[config.mk]
export PLATFORM = sky130hd
export DESIGN_NAME = tsmc_core
export DESIGN_NICKNAME = d
export VERILOG_FILES = /design/src/core/tsmc_pkg.sv /design/src/core/tsmc_sync_edge.sv /design/src/core/tsmc_core.sv
export SDC_FILE = /design/constraint.sdc
export NUM_CORES = 1
export LEC_CHECK = 0
export BUFFER_PORTS_ARGS = -buffer_cell sky130_fd_sc_hd__buf_2
export CAP_MARGIN = 20
export CORE_MARGIN = 3
export CORE_UTILIZATION = 40
export CTS_BUF_LIST = sky130_fd_sc_hd__clkbuf_4 sky130_fd_sc_hd__clkbuf_8
export DETAILED_ROUTE_END_ITERATION = 8
export PLACE_DENSITY_LB_ADDON = 0.08
export SLEW_MARGIN = 20
export SYNTH_ARGS = -nofsm -noshare
export SYNTH_HDL_FRONTEND = slang
export SYNTH_SLANG_ARGS = --single-unit
[constraint.sdc]
create_clock -name clk_i -period 5.15 [get_ports clk_i]
set_input_delay 1.03 -clock clk_i [delete_from_list [all_inputs] [get_ports clk_i]]
set_output_delay 1.03 -clock clk_i [all_outputs]
set_load 0.005 [all_outputs]
[src/core/tsmc_pkg.sv]
// package: register map, field positions and mode codes of the slave block
// How it works
// [RULE_01] ctrl2 bit 11 sets channel 2 complementary idle
// [RULE_02] ctrl2 bit 12 sets channel 3 main idle
// [RULE_03] ctrl2 bit 13 sets channel 3 complementary idle
// [RULE_04] ctrl2 bit 14 sets channel 4 idle; 15 reserved
// [RULE_05] mode 000: count on internal clock when enabled
// [RULE_06] mode 001: count ch2 edges, ch1 sets direction
// [RULE_07] mode 010: count ch1 edges, ch2 sets direction
// [RULE_08] mode 011: count both edges, other sets direction
// [RULE_09] mode 100: trigger rise clears counter, pulses update
// [RULE_10] mode 101: count while trigger high, never reset
// [RULE_11] mode 110: trigger rise starts the counter
// [RULE_12] mode 111: trigger rising edges clock the counter
// [RULE_13] smc bit 3 picks compare reference clear source
// [RULE_14] slave register at 0x08, resets to zero
// [RULE_15] idle levels apply only while main output disabled
// [RULE_16] idle bits locked at protection level 1-3
// [RULE_17] trigger select changed only with mode 000
// [RULE_18] reserved bits read zero, writes ignored
package tsmc_pkg;
    // bus geometry
    localparam int ADR_W = 8;
    localparam int DAT_W = 32;
    localparam int REG_W = 16;
    // register byte offsets
    localparam logic [7:0] CTRL1_OFF = 8'h00;
    localparam logic [7:0] CTRL2_OFF = 8'h04;
    localparam logic [7:0] SMC_OFF   = 8'h08;
    localparam logic [7:0] CNT_OFF   = 8'h24;
    localparam logic [7:0] GUARD_OFF = 8'h44;
    // reset values
    localparam logic [15:0] CTRL2_RST = 16'h0000;
    localparam logic [15:0] SMC_RST   = 16'h0000;
    localparam logic [15:0] GUARD_RST = 16'h0000;
    // control 1 fields
    localparam int CNTEN_BIT = 0;
    localparam int DIR_BIT   = 4;
    // control 2 idle-level fields, bits 8 to 14
    localparam int CH1_MAIN_BIT = 8;
    localparam int CH1_COMP_BIT = 9;
    localparam int CH2_MAIN_BIT = 10;
    localparam int CH2_COMP_BIT = 11;
    localparam int CH3_MAIN_BIT = 12;
    localparam int CH3_COMP_BIT = 13;
    localparam int CH4_MAIN_BIT = 14;
    localparam int IDLE_W       = 7;
    localparam logic [15:0] CTRL2_WMASK = 16'h7f00;
    // slave mode control fields
    localparam int SMF_LO     = 0;
    localparam int CLRSEL_BIT = 3;
    localparam logic [15:0] SMC_WMASK = 16'h000f;
    // guard register fields
    localparam int PROT_LO = 0;
    localparam int MOE_BIT = 2;
    localparam logic [15:0] GUARD_WMASK = 16'h0007;
    // slave function codes
    localparam logic [2:0] MODE_OFF  = 3'h0;
    localparam logic [2:0] MODE_ENC1 = 3'h1;
    localparam logic [2:0] MODE_ENC2 = 3'h2;
    localparam logic [2:0] MODE_ENC3 = 3'h3;
    localparam logic [2:0] MODE_RST  = 3'h4;
    localparam logic [2:0] MODE_GATE = 3'h5;
    localparam logic [2:0] MODE_TRIG = 3'h6;
    localparam logic [2:0] MODE_EXT  = 3'h7;
    // pin input indices
    localparam int IN_CH1 = 0;
    localparam int IN_CH2 = 1;
    localparam int IN_TRG = 2;
    localparam int IN_CLR = 3;
    localparam int IN_ETR = 4;
    localparam int IN_N   = 5;
endpackage : tsmc_pkg

[src/core/tsmc_sync_edge.sv]
// two-stage synchroniser with edge detection for one pin
`timescale 1ns/1ps
module tsmc_sync_edge (
    input  wire logic clk_i,   // timer clock
    input  wire logic rst_i,   // synchronous reset
    input  wire logic d_i,     // asynchronous pin
    output logic      level_o, // synchronised level
    output logic      rise_o,  // one-cycle rise pulse
    output logic      fall_o   // one-cycle fall pulse
);
    logic meta_reg, meta_next;   // first stage, read only by sync
    logic sync_reg, sync_next;   // second stage
    logic last_reg, last_next;   // previous synced value

    // next values of the shift chain
    always_comb begin
        meta_next = d_i;
        sync_next = meta_reg;
        last_next = sync_reg;
    end

    // chain registers
    always_ff @(posedge clk_i) begin
        if (rst_i) begin
            meta_reg <= 1'b0;
            sync_reg <= 1'b0;
            last_reg <= 1'b0;
        end else begin
            meta_reg <= meta_next;
            sync_reg <= sync_next;
            last_reg <= last_next;
        end
    end

    // edges come from the two settled stages only
    assign level_o = sync_reg;
    assign rise_o  = sync_reg & ~last_reg;
    assign fall_o  = ~sync_reg & last_reg;
endmodule : tsmc_sync_edge

[src/core/tsmc_core.sv]
// timer slave-mode controller, idle levels and wishbone registers
//
// Chosen here: the Wishbone register port.
`timescale 1ns/1ps
module tsmc_core #(
    parameter int               CNT_W  = 16,  // counter width
    parameter logic [CNT_W-1:0] RELOAD = '1   // wrap value
) (
    input  wire logic             clk_i,          // timer clock
    input  wire logic             rst_i,          // sync reset
    input  wire logic             wb_cyc_i,       // bus cycle
    input  wire logic             wb_stb_i,       // bus strobe
    input  wire logic             wb_we_i,        // write
    input  wire logic [7:0]       wb_adr_i,       // byte address
    input  wire logic [3:0]       wb_sel_i,       // byte lanes
    input  wire logic [31:0]      wb_dat_i,       // write data
    output logic      [31:0]      wb_dat_o,       // read data
    output logic                  wb_ack_o,       // acknowledge
    input  wire logic             filtered_ch1_input_i,
    input  wire logic             filtered_ch2_input_i,
    input  wire logic             trigger_input_i,
    input  wire logic             compare_ref_clear_input_i,
    input  wire logic             filtered_external_trigger_i,
    output logic      [CNT_W-1:0] counter_o,      // counter value
    output logic                  count_down_o,   // direction
    output logic                  update_o,       // update event
    output logic                  compare_ref_clear_o, // clear level
    output logic                  idle_force_o,   // idle in force
    output logic      [6:0]       idle_levels_o   // ch1..ch4 idle
);
    // pins gathered for the synchroniser loop
    logic [tsmc_pkg::IN_N-1:0] pin_raw;
    logic [tsmc_pkg::IN_N-1:0] pin_lvl;   // settled levels
    logic [tsmc_pkg::IN_N-1:0] pin_rise;  // rising pulses
    logic [tsmc_pkg::IN_N-1:0] pin_fall;  // falling pulses

    assign pin_raw = {filtered_external_trigger_i,
                      compare_ref_clear_input_i,
                      trigger_input_i,
                      filtered_ch2_input_i,
                      filtered_ch1_input_i};

    // every pin crosses two flops before any logic sees it
    genvar gi;
    generate
        for (gi = 0; gi < tsmc_pkg::IN_N; gi++) begin : g_sync
            tsmc_sync_edge u_sync (
                .clk_i   (clk_i),
                .rst_i   (rst_i),
                .d_i     (pin_raw[gi]),
                .level_o (pin_lvl[gi]),
                .rise_o  (pin_rise[gi]),
                .fall_o  (pin_fall[gi])
            );
        end
    endgenerate

    // short names for the settled pins
    logic ch1_lvl, ch2_lvl, trg_lvl, trg_rise;
    logic ch1_rise, ch1_fall, ch2_rise, ch2_fall;
    assign ch1_lvl  = pin_lvl[tsmc_pkg::IN_CH1];
    assign ch2_lvl  = pin_lvl[tsmc_pkg::IN_CH2];
    assign trg_lvl  = pin_lvl[tsmc_pkg::IN_TRG];
    assign trg_rise = pin_rise[tsmc_pkg::IN_TRG];
    assign ch1_rise = pin_rise[tsmc_pkg::IN_CH1];
    assign ch1_fall = pin_fall[tsmc_pkg::IN_CH1];
    assign ch2_rise = pin_rise[tsmc_pkg::IN_CH2];
    assign ch2_fall = pin_fall[tsmc_pkg::IN_CH2];

    // word decode, used by reads and writes alike
    function automatic logic hit(input logic [7:0] adr,
                                 input logic [7:0] off);
        return adr[7:2] == off[7:2];
    endfunction : hit

    // byte-lane merge limited to the writable bits
    function automatic logic [15:0] merge(input logic [15:0] old,
                                          input logic [15:0] wd,
                                          input logic [1:0]  sel,
                                          input logic [15:0] mask);
        logic [15:0] lane;
        lane = {{8{sel[1]}}, {8{sel[0]}}} & mask;
        return (old & ~lane) | (wd & lane);
    endfunction : merge

    // ---------------- bus slave ----------------
    logic        ack_reg, ack_next;     // one-cycle answer
    logic [31:0] dat_reg, dat_next;     // read data
    logic        req;                   // request present
    logic        wr_go;                 // write lands this edge
    logic [15:0] wd16;                  // low half of write data
    logic [31:0] rd_val;                // read mux result

    // registers software sees
    logic             cnten_reg, cnten_next;   // counter_enable_bit
    logic [15:0]      ctrl2_reg, ctrl2_next;   // idle levels
    logic [15:0]      smc_reg, smc_next;       // slave_mode_control
    logic [15:0]      guard_reg, guard_next;   // protection and moe
    logic [2:0]       mode;                    // slave_function_select
    logic             clr_src;                 // compare_ref_clear_source
    logic [1:0]       prot;                    // protection_level
    logic             moe;                     // main_output_enable

    assign mode    = smc_reg[tsmc_pkg::SMF_LO +: 3];
    assign clr_src = smc_reg[tsmc_pkg::CLRSEL_BIT];
    assign prot    = guard_reg[tsmc_pkg::PROT_LO +: 2];
    assign moe     = guard_reg[tsmc_pkg::MOE_BIT];
    assign req     = wb_cyc_i & wb_stb_i;
    assign wd16    = wb_dat_i[15:0];

    // counter state
    logic [CNT_W-1:0] cnt_reg, cnt_next;   // counter
    logic             dir_reg, dir_next;   // 1 while counting down
    logic             upd_reg, upd_next;   // update pulse

    // read mux; unmapped words read as zero
    always_comb begin
        rd_val = 32'h0;
        if (hit(wb_adr_i, tsmc_pkg::CTRL1_OFF)) begin
            rd_val[tsmc_pkg::CNTEN_BIT] = cnten_reg;
            rd_val[tsmc_pkg::DIR_BIT]   = dir_reg;
        end else if (hit(wb_adr_i, tsmc_pkg::CTRL2_OFF)) begin
            rd_val[15:0] = ctrl2_reg; // reserved bits stay zero
        end else if (hit(wb_adr_i, tsmc_pkg::SMC_OFF)) begin
            rd_val[15:0] = smc_reg;
        end else if (hit(wb_adr_i, tsmc_pkg::CNT_OFF)) begin
            rd_val[CNT_W-1:0] = cnt_reg;
        end else if (hit(wb_adr_i, tsmc_pkg::GUARD_OFF)) begin
            rd_val[15:0] = guard_reg;
        end
    end

    // answer one cycle after the request; write lands with the ack
    always_comb begin
        ack_next = req & ~ack_reg;
        dat_next = ack_next ? rd_val : 32'h0;
        wr_go    = req & wb_we_i & ack_reg;
    end

    // bus registers
    always_ff @(posedge clk_i) begin
        if (rst_i) begin
            ack_reg <= 1'b0;
            dat_reg <= 32'h0;
        end else begin
            ack_reg <= ack_next;
            dat_reg <= dat_next;
        end
    end

    // ---------------- control registers ----------------
    // writes obey masks so reserved bits never store anything
    always_comb begin
        ctrl2_next = ctrl2_reg;
        smc_next   = smc_reg;
        guard_next = guard_reg;
        cnten_next = cnten_reg;
        if (wr_go && hit(wb_adr_i, tsmc_pkg::CTRL1_OFF)
            && wb_sel_i[0]) begin
            cnten_next = wd16[tsmc_pkg::CNTEN_BIT];
        end
        // idle bits frozen once any protection level is set
        if (wr_go && hit(wb_adr_i, tsmc_pkg::CTRL2_OFF)
            && prot == 2'h0) begin // [RULE_16]
            ctrl2_next = merge(ctrl2_reg, wd16, wb_sel_i[1:0],
                               tsmc_pkg::CTRL2_WMASK); // [RULE_18]
        end
        // software keeps trigger source changes to mode 000
        if (wr_go && hit(wb_adr_i, tsmc_pkg::SMC_OFF)) begin
            smc_next = merge(smc_reg, wd16, wb_sel_i[1:0],
                             tsmc_pkg::SMC_WMASK); // [RULE_18]
        end
        if (wr_go && hit(wb_adr_i, tsmc_pkg::GUARD_OFF)) begin
            guard_next = merge(guard_reg, wd16, wb_sel_i[1:0],
                               tsmc_pkg::GUARD_WMASK);
        end
        // trigger start wins over a clearing write
        if (mode == tsmc_pkg::MODE_TRIG && trg_rise) begin
            cnten_next = 1'b1; // [RULE_11]
        end
    end

    // control registers, all zero after reset
    always_ff @(posedge clk_i) begin
        if (rst_i) begin
            cnten_reg <= 1'b0;
            ctrl2_reg <= tsmc_pkg::CTRL2_RST;
            smc_reg   <= tsmc_pkg::SMC_RST; // [RULE_14]
            guard_reg <= tsmc_pkg::GUARD_RST;
        end else begin
            cnten_reg <= cnten_next;
            ctrl2_reg <= ctrl2_next;
            smc_reg   <= smc_next;
            guard_reg <= guard_next;
        end
    end

    // ---------------- counter ----------------
    logic step_up, step_dn, clr_cnt;   // this cycle's action

    // choose what moves the counter for each slave function
    always_comb begin
        step_up = 1'b0;
        step_dn = 1'b0;
        clr_cnt = 1'b0;
        case (mode)
            tsmc_pkg::MODE_OFF: begin
                step_up = cnten_reg; // [RULE_05]
            end
            tsmc_pkg::MODE_ENC1: begin
                // ch2 edges counted, ch1 level steers
                step_up = cnten_reg & ((ch2_rise & ch1_lvl)
                          | (ch2_fall & ~ch1_lvl)); // [RULE_06]
                step_dn = cnten_reg & ((ch2_rise & ~ch1_lvl)
                          | (ch2_fall & ch1_lvl)); // [RULE_06]
            end
            tsmc_pkg::MODE_ENC2: begin
                // ch1 edges counted, ch2 level steers
                step_up = cnten_reg & ((ch1_rise & ~ch2_lvl)
                          | (ch1_fall & ch2_lvl)); // [RULE_07]
                step_dn = cnten_reg & ((ch1_rise & ch2_lvl)
                          | (ch1_fall & ~ch2_lvl)); // [RULE_07]
            end
            tsmc_pkg::MODE_ENC3: begin
                // opposing edges in one cycle cancel out
                step_up = cnten_reg & ((ch2_rise & ch1_lvl)
                          | (ch2_fall & ~ch1_lvl)
                          | (ch1_rise & ~ch2_lvl)
                          | (ch1_fall & ch2_lvl)); // [RULE_08]
                step_dn = cnten_reg & ((ch2_rise & ~ch1_lvl)
                          | (ch2_fall & ch1_lvl)
                          | (ch1_rise & ch2_lvl)
                          | (ch1_fall & ~ch2_lvl)); // [RULE_08]
            end
            tsmc_pkg::MODE_RST: begin
                step_up = cnten_reg;
                clr_cnt = trg_rise; // [RULE_09]
            end
            tsmc_pkg::MODE_GATE: begin
                step_up = cnten_reg & trg_lvl; // [RULE_10]
            end
            tsmc_pkg::MODE_TRIG: begin
                step_up = cnten_reg; // [RULE_11]
            end
            tsmc_pkg::MODE_EXT: begin
                step_up = cnten_reg & trg_rise; // [RULE_12]
            end
            default: begin
                step_up = 1'b0;
            end
        endcase
    end

    // counter next value; wrap also raises an update
    always_comb begin
        cnt_next = cnt_reg;
        dir_next = dir_reg;
        upd_next = 1'b0;
        if (clr_cnt) begin
            cnt_next = '0; // [RULE_09]
            upd_next = 1'b1; // [RULE_09]
        end else if (step_up && !step_dn) begin
            dir_next = 1'b0;
            if (cnt_reg == RELOAD) begin
                cnt_next = '0;
                upd_next = 1'b1;
            end else begin
                cnt_next = cnt_reg + 1'b1;
            end
        end else if (step_dn && !step_up) begin
            dir_next = 1'b1;
            if (cnt_reg == '0) begin
                cnt_next = RELOAD;
                upd_next = 1'b1;
            end else begin
                cnt_next = cnt_reg - 1'b1;
            end
        end
    end

    // counter registers
    always_ff @(posedge clk_i) begin
        if (rst_i) begin
            cnt_reg <= '0;
            dir_reg <= 1'b0;
            upd_reg <= 1'b0;
        end else begin
            cnt_reg <= cnt_next;
            dir_reg <= dir_next;
            upd_reg <= upd_next;
        end
    end

    // ---------------- output levels ----------------
    logic       clrout_reg, clrout_next;   // selected clear level
    logic       force_reg, force_next;     // idle levels in force
    logic [6:0] idle_reg, idle_next;       // idle levels driven

    // idle bits reach the pins only while outputs are disabled
    always_comb begin
        clrout_next = clr_src ? pin_lvl[tsmc_pkg::IN_ETR]
                              : pin_lvl[tsmc_pkg::IN_CLR]; // [RULE_13]
        force_next  = ~moe; // [RULE_15]
        idle_next   = 7'h00;
        if (!moe) begin
            idle_next = ctrl2_reg[tsmc_pkg::CH1_MAIN_BIT
                                  +: tsmc_pkg::IDLE_W]; // [RULE_15]
            idle_next[tsmc_pkg::CH2_COMP_BIT - tsmc_pkg::CH1_MAIN_BIT]
                = ctrl2_reg[tsmc_pkg::CH2_COMP_BIT]; // [RULE_01]
            idle_next[tsmc_pkg::CH3_MAIN_BIT - tsmc_pkg::CH1_MAIN_BIT]
                = ctrl2_reg[tsmc_pkg::CH3_MAIN_BIT]; // [RULE_02]
            idle_next[tsmc_pkg::CH3_COMP_BIT - tsmc_pkg::CH1_MAIN_BIT]
                = ctrl2_reg[tsmc_pkg::CH3_COMP_BIT]; // [RULE_03]
            idle_next[tsmc_pkg::CH4_MAIN_BIT - tsmc_pkg::CH1_MAIN_BIT]
                = ctrl2_reg[tsmc_pkg::CH4_MAIN_BIT]; // [RULE_04]
        end
    end

    // output registers
    always_ff @(posedge clk_i) begin
        if (rst_i) begin
            clrout_reg <= 1'b0;
            force_reg  <= 1'b0;
            idle_reg   <= 7'h00;
        end else begin
            clrout_reg <= clrout_next;
            force_reg  <= force_next;
            idle_reg   <= idle_next;
        end
    end

    // every output straight from a flop
    assign wb_ack_o            = ack_reg;
    assign wb_dat_o            = dat_reg;
    assign counter_o           = cnt_reg;
    assign count_down_o        = dir_reg;
    assign update_o            = upd_reg;
    assign compare_ref_clear_o = clrout_reg;
    assign idle_force_o        = force_reg;
    assign idle_levels_o       = idle_reg;
endmodule : tsmc_core

Word-level counts from Yosys, hierarchy flattened
Index checks and enable logic that the tools add are counted.
W data, S select, Z words.
- order comparisons: 0
- divide/modulo/power cells: 0
- multipliers: 0
- $add $sub $neg: 2
- eq/ne operators: 12
- muxes and demuxes: 23
- shift-type cells: 0
- reductions and logical operators: 23
- bitwise logic cells: 54
- operators with widths (cell ; number):
    $mux W16 ; 8
    $and A16 B16 Y16 ; 3
    $or A16 B16 Y16 ; 3
    $and A1 B1 Y1 ; 25
    $add A16 B1 Y16 const B ; 1
    $and A16 B15 Y16 ; 1
    $and A16 B3 Y16 ; 1
    $and A16 B4 Y16 ; 1
    $eq A16 B16 Y1 const B ; 1
    $logic_not A16 Y1 ; 1
    $not A15 Y16 ; 1
    $not A3 Y16 ; 1
    $not A4 Y16 ; 1
    $sub A16 B1 Y16 const B ; 1
    $mux W1 ; 13
    $eq A3 B3 Y1 const B ; 4
    $logic_and A1 B1 Y1 ; 9
    $not A1 Y1 ; 9
    $or A1 B1 Y1 ; 8
    $eq A3 B2 Y1 const B ; 2
    $eq A6 B1 Y1 const B ; 1
    $eq A6 B2 Y1 const B ; 1
    $eq A6 B4 Y1 const B ; 1
    $eq A6 B5 Y1 const B ; 1
    11 further kinds ; 16
- output and inout bits: 60
- memory bits (writable): 0
- bits in latches: 0
- bits in read-only memories: 0
- register bits: 122
- memories: 0
- bits of input ports: 54

Longest topological paths before layout
- depth in word-level cells: 13
- mapped depth: 13
- mapped depth without buffers: 11

By module
A second synthesis with hierarchy kept.
- cell total of the unflattened synthesis: 426
- area total of the unflattened synthesis: 3748.6 µm²
- by module, submodules not included (module ; area an instance (µm²) ; instances ; sequential area each (µm²) ; cells each):
    tsmc_core ; 3291.9 ; 1 ; 1181.1 ; 386
    tsmc_sync_edge ; 91.3 ; 5 ; 60.1 ; 8

Worst setup path before layout
Ideal clock, no wire load.
- path kind: input port to flip-flop
- start point: input wb_adr_i[3]
- end point: register with a tool-made name
- stages on the path: 5
- path buffers: 0
- setup slack: 2594 ps
- data required time: 5022 ps
- library setup time: 128 ps
- arrival: 2428 ps
- path through: or4b_1 nor3_4 nand4_2 mux2i_1 nor2_1
- RTL lines (element ; line ; text):
    from (decl) ; tsmc_core.sv:14 ; input wire logic [7:0] wb_adr_i,

Worst setup path after layout
- start point: register g_sync[1].u_sync.sync_reg
- end point: register cnt_reg[14] (netlist: counter_o[14])
- longest elaborated chain between the ends: 11
- elaborated cells between the ends (all ways): 33
- ends and longest elaborated chain (element ; line ; text):
    from (decl) ; tsmc_sync_edge.sv:12 ; logic sync_reg, sync_next;
    from (signal assigned) ; tsmc_sync_edge.sv:30 ; sync_reg <= sync_next;
    $not A1 Y1 ; -- ;
    $and A1 B1 Y1 ; tsmc_sync_edge.sv:38 ; assign fall_o = ~sync_reg & last_reg;
    $and A1 B1 Y1 (on tied branches) ; -- ;
    $or A1 B1 Y1 (on tied branches) ; -- ;
    $or A1 B1 Y1 (on tied branches) ; tsmc_core.sv:228, tsmc_core.sv:232 ;
    $or A1 B1 Y1 (on tied branches) ; tsmc_core.sv:229, tsmc_core.sv:233 ;
    $and A1 B1 Y1 (on tied branches) ; tsmc_core.sv:226, tsmc_core.sv:230 ;
    $pmux W1 S6 / $pmux W1 S3 (equally long branches) ; tsmc_core.sv:206 ; case (mode)
    $logic_not A1 Y1 (on tied branches) ; tsmc_core.sv:270, tsmc_core.sv:262 ;
    $logic_and A1 B1 Y1 (on tied branches) ; tsmc_core.sv:270, tsmc_core.sv:262 ;
    $reduce_bool A2 Y1 (no line) / $mux W16 (equally long branches) ; -- ;
    to (signal assigned) ; tsmc_core.sv:288 ; cnt_reg <= cnt_next;
    to (decl) ; tsmc_core.sv:112 ; logic [CNT_W-1:0] cnt_reg, cnt_next;
Several ways; a longest one is shown, not always the timed one.
A chain may end at the register's enable or synchronous reset.

==> metrics.md <==
| Metric | Value |
|---|---|
| Status | finished clean |
| Multi-input gate area | about 1900 sq um |
| Wire per inst | about 16 um |
| Worst path cell trace | nand2b_1 -> o22ai_1 -> nand2_1 -> nand4b_1 -> o211a_1 -> ha_1 -> nand2_1 -> or4_1 -> o221ai_1 -> a21oi_1 -> a311oi_1 |
| Seq/Total Area, Yosys | 0.400 |
| Area growth, synth to finish | 14.0% |
| Worst stage delay on the critical path | ~0.74 ns |
| Root Buffer | clkbuf_8 |
| DRT Wirelength | 9.13 mm |
| Num Clock Sinks | around 70 |
| # Post-CTS Setup Buffers | 0 |
| Setup Crit Path Kind | reg2reg |
| Relative slew slack | 0.404 |
| VDD IR max | approximately 0.15 mV |
| Final min period | between 3 and 4 ns |
| Number of flops mapped to enable cells by yosys | 0 |
| Starting Density | 0.413 |
| Async SR Flop Fraction | 0 |
| Final core occ | 0.471 |
| Met3 routed WL | around 540 um |
| DP Wirelength | 6.33 mm |
| Critical path required time | roughly 5.4 ns |
| Final Hold Viols | 0 |
| Setup crit end kind | flop |
| RSZ-0062 raised after global routing | false |
| Worst-path clk slew | 0.08 ns |
| Number of gates resized after cts | 0 |
| # fillers | between 800 and 900 |
| CTS Buf Count | 9 |
| CP endpoint | counter_o[14] |
| Critical path depth | 11 |
| Vias/cell | 5.44 |
| Clock skew | between 0.01 and 0.015 ns |
| Top cells by area, synth | dfxtp_1 (40%), nor2_1 (4.7%), mux2i_1 (3.6%), buf_4 (3.3%), nor2b_1 (3.0%) |
| Max Slew Vio Count | 0 |
| Worst R2R Setup Slack | between 1.5 and 2 ns |
| Die Y | around 100 um |
| WP buf/inv | 0 |
| Setup ws final | 1.78 ns |
| RR Startpoint | g_sync[1].u_sync.level_o |
| Post-DRT Antenna Nets | 0 |
| DIE AREA | about 10000 sq um |
| Port buffer count | 72 |
| Setup tns final | 0 ns |
| GR Util All Layers | 0.184 |
| Top FF cell, synth | dfxtp_1 |
| Share of layout cells above drive strength 1 | 0.224 |
| Period utilisation layout | 0.654 |
| Worst path slowest cell | ha_1 |
| Final setup fails | 0 |
| CTS tree | yes |
| Netlist cell types | 70 |
| Synth warnings | 0 |
| Cell family with most CP delay | simple AND/OR/NAND/NOR gates |
| Vias in the first global route | just under 3000 |
| I/O Pins | approximately 110 |
| GP Congestion | roughly 0.81 |
| Met2 routed WL | between 4 and 5 mm |
| Setup WS pre-CTS | between 1.5 and 2 ns |
| Clock latency on the worst-skew pair | approximately 0.34 ns |
| Wl on met1 | slightly below 4 mm |
| Fmax | 297 MHz |
| Iteration-0 DRC Markers | 200 |
| Max Cap Viol | 0 |
| Worst Path Max Fanout | 25 |
| Pwr Density | roughly 270 nW/um^2 |
| CP Launch Type | flop |
| Gate Count Post-Synth | between 400 and 500 |
| Horiz. Die Dim | just over 100 um |
| LEAKAGE | 1.73 nW |
| Top Metal Used | met4 |
| Slew @ Worst Pin | between 0.8 and 0.9 ns |
| Post-synth top area share | 0.400 |
| Register-to-Register Path Depth | 11 |
| #FFs+latches synth | 72 |
| Core Area | about 8700 sq um |
| CP dominant cell by count | nand2_1 |
| Worst Hold Class | reg2reg |
| Largest net degree at the start of global routing | 36 |
| Antenna Cells | 0 |
| Syn Area/Cell | just under 9 sq um |
| Synth area leader | dfxtp_1 |
| Worst setup path start | g_sync[1].u_sync.level_o |
| Clk buf depth | 2 |
| Layout net count | ~530 |
| H-tree levels | 3 |
| Mapped Area | 3600 sq um |
| Initial antenna violation count | 0 |
| Total number of vias | ~3200 |
| First-pass GRT wire length | roughly 15 mm |
| Reg2reg end | counter_o[14] |
| Cts-stage hold buffer count | 0 |
| Drt pass-1 iters | 4 |
| Residual DRC | 0 |
| Grt total ovfl | 0 |
| FF/Latch Area | ~1400 sq um |
| Rows | 34 |
| Critical path arrival | roughly 3.6 ns |
## synth_stat cells (11+ instances only)
library cell  number
nor2b_1           17
nand4_1           11
clkbuf_1          21
nand2_1           28
nor3_1            12
mux2i_1           13
nor2_1            45
dfxtp_1           72
a21oi_1           21
buf_4             16
## metrics by stage
stage	area (sq um)	cells	hold WS, ns	power (mW)
2_1_floorplan	3660	432	0.414	0.604
3_3_place_gp	3890	565	0.416	0.614
3_5_place_dp	3890	565	0.427	0.615
4_1_cts	4110	581	0.446	1.11
5_1_grt	4110	581	0.469	1.14
6_report	4110	581	0.438	1.09
## cell type report
cell class,instances,area share
sequential,72,0.351
tap,108,0.0329
clock buffer,9,0.0301
clock inverter,7,0.0231
multi-input combinational,301,0.464
inverter,11,0.0100
timing repair buffer,73,0.0895
## power breakdown
part	switching [mW]	internal, mW	leakage (nW)
Clock	0.219	0.274	0.110
Sequential	0.00222	0.561	0.583
Combinational	0.0229	0.0149	1.04
Total	0.244	0.850	1.73
## metal layers
layer  track usage  vias up
met4        0.0583        0
met2         0.301       75
met5             0        -
met3        0.0415        4
met1         0.240     1503
li1              -     1579
## kinds of logic after synthesis
family,synth area share
adders and majority gates,0.0174
muxes,0.0423
AOI/OAI and AO/OA,0.163
buffers and inverters,0.0871
xor gates and xnor gates,0.00972
and+or+nand+nor,0.280
DFF,0.400
other,0.00104
## cell usage in the layout (no fill, tap or decap), drive strengths merged, types with 12 or more instances in the layout
| cell type | netlist | routed |
|---|---|---|
| buf | 27 | 73 |
| dfxtp | 72 | 72 |
| nor2 | 45 | 45 |
| nand2 | 28 | 28 |
| a21oi | 22 | 22 |
| nor2b | 17 | 17 |
| conb | 1 | 16 |
| mux2i | 13 | 13 |
| nor3 | 13 | 13 |
| nand4 | 12 | 12 |
| and2 | 12 | 12 |
## how the worst min path moves through the flow
stage | to | from | slack, ns | depth (start not counted)
finish | g_sync[0].u_sync.level_o | g_sync[0].u_sync.meta_reg | 0.44 | 1
global route | g_sync[0].u_sync.level_o | g_sync[0].u_sync.meta_reg | 0.47 | 1
CTS | g_sync[0].u_sync.level_o | g_sync[0].u_sync.meta_reg | 0.45 | 1
detailed placement | g_sync[0].u_sync.level_o | g_sync[0].u_sync.meta_reg | 0.43 | 1
global placement | g_sync[0].u_sync.level_o | g_sync[0].u_sync.meta_reg | 0.42 | 1
floorplan | g_sync[0].u_sync.level_o | g_sync[0].u_sync.meta_reg | 0.41 | 1
(Power assumes the default switching activity.)
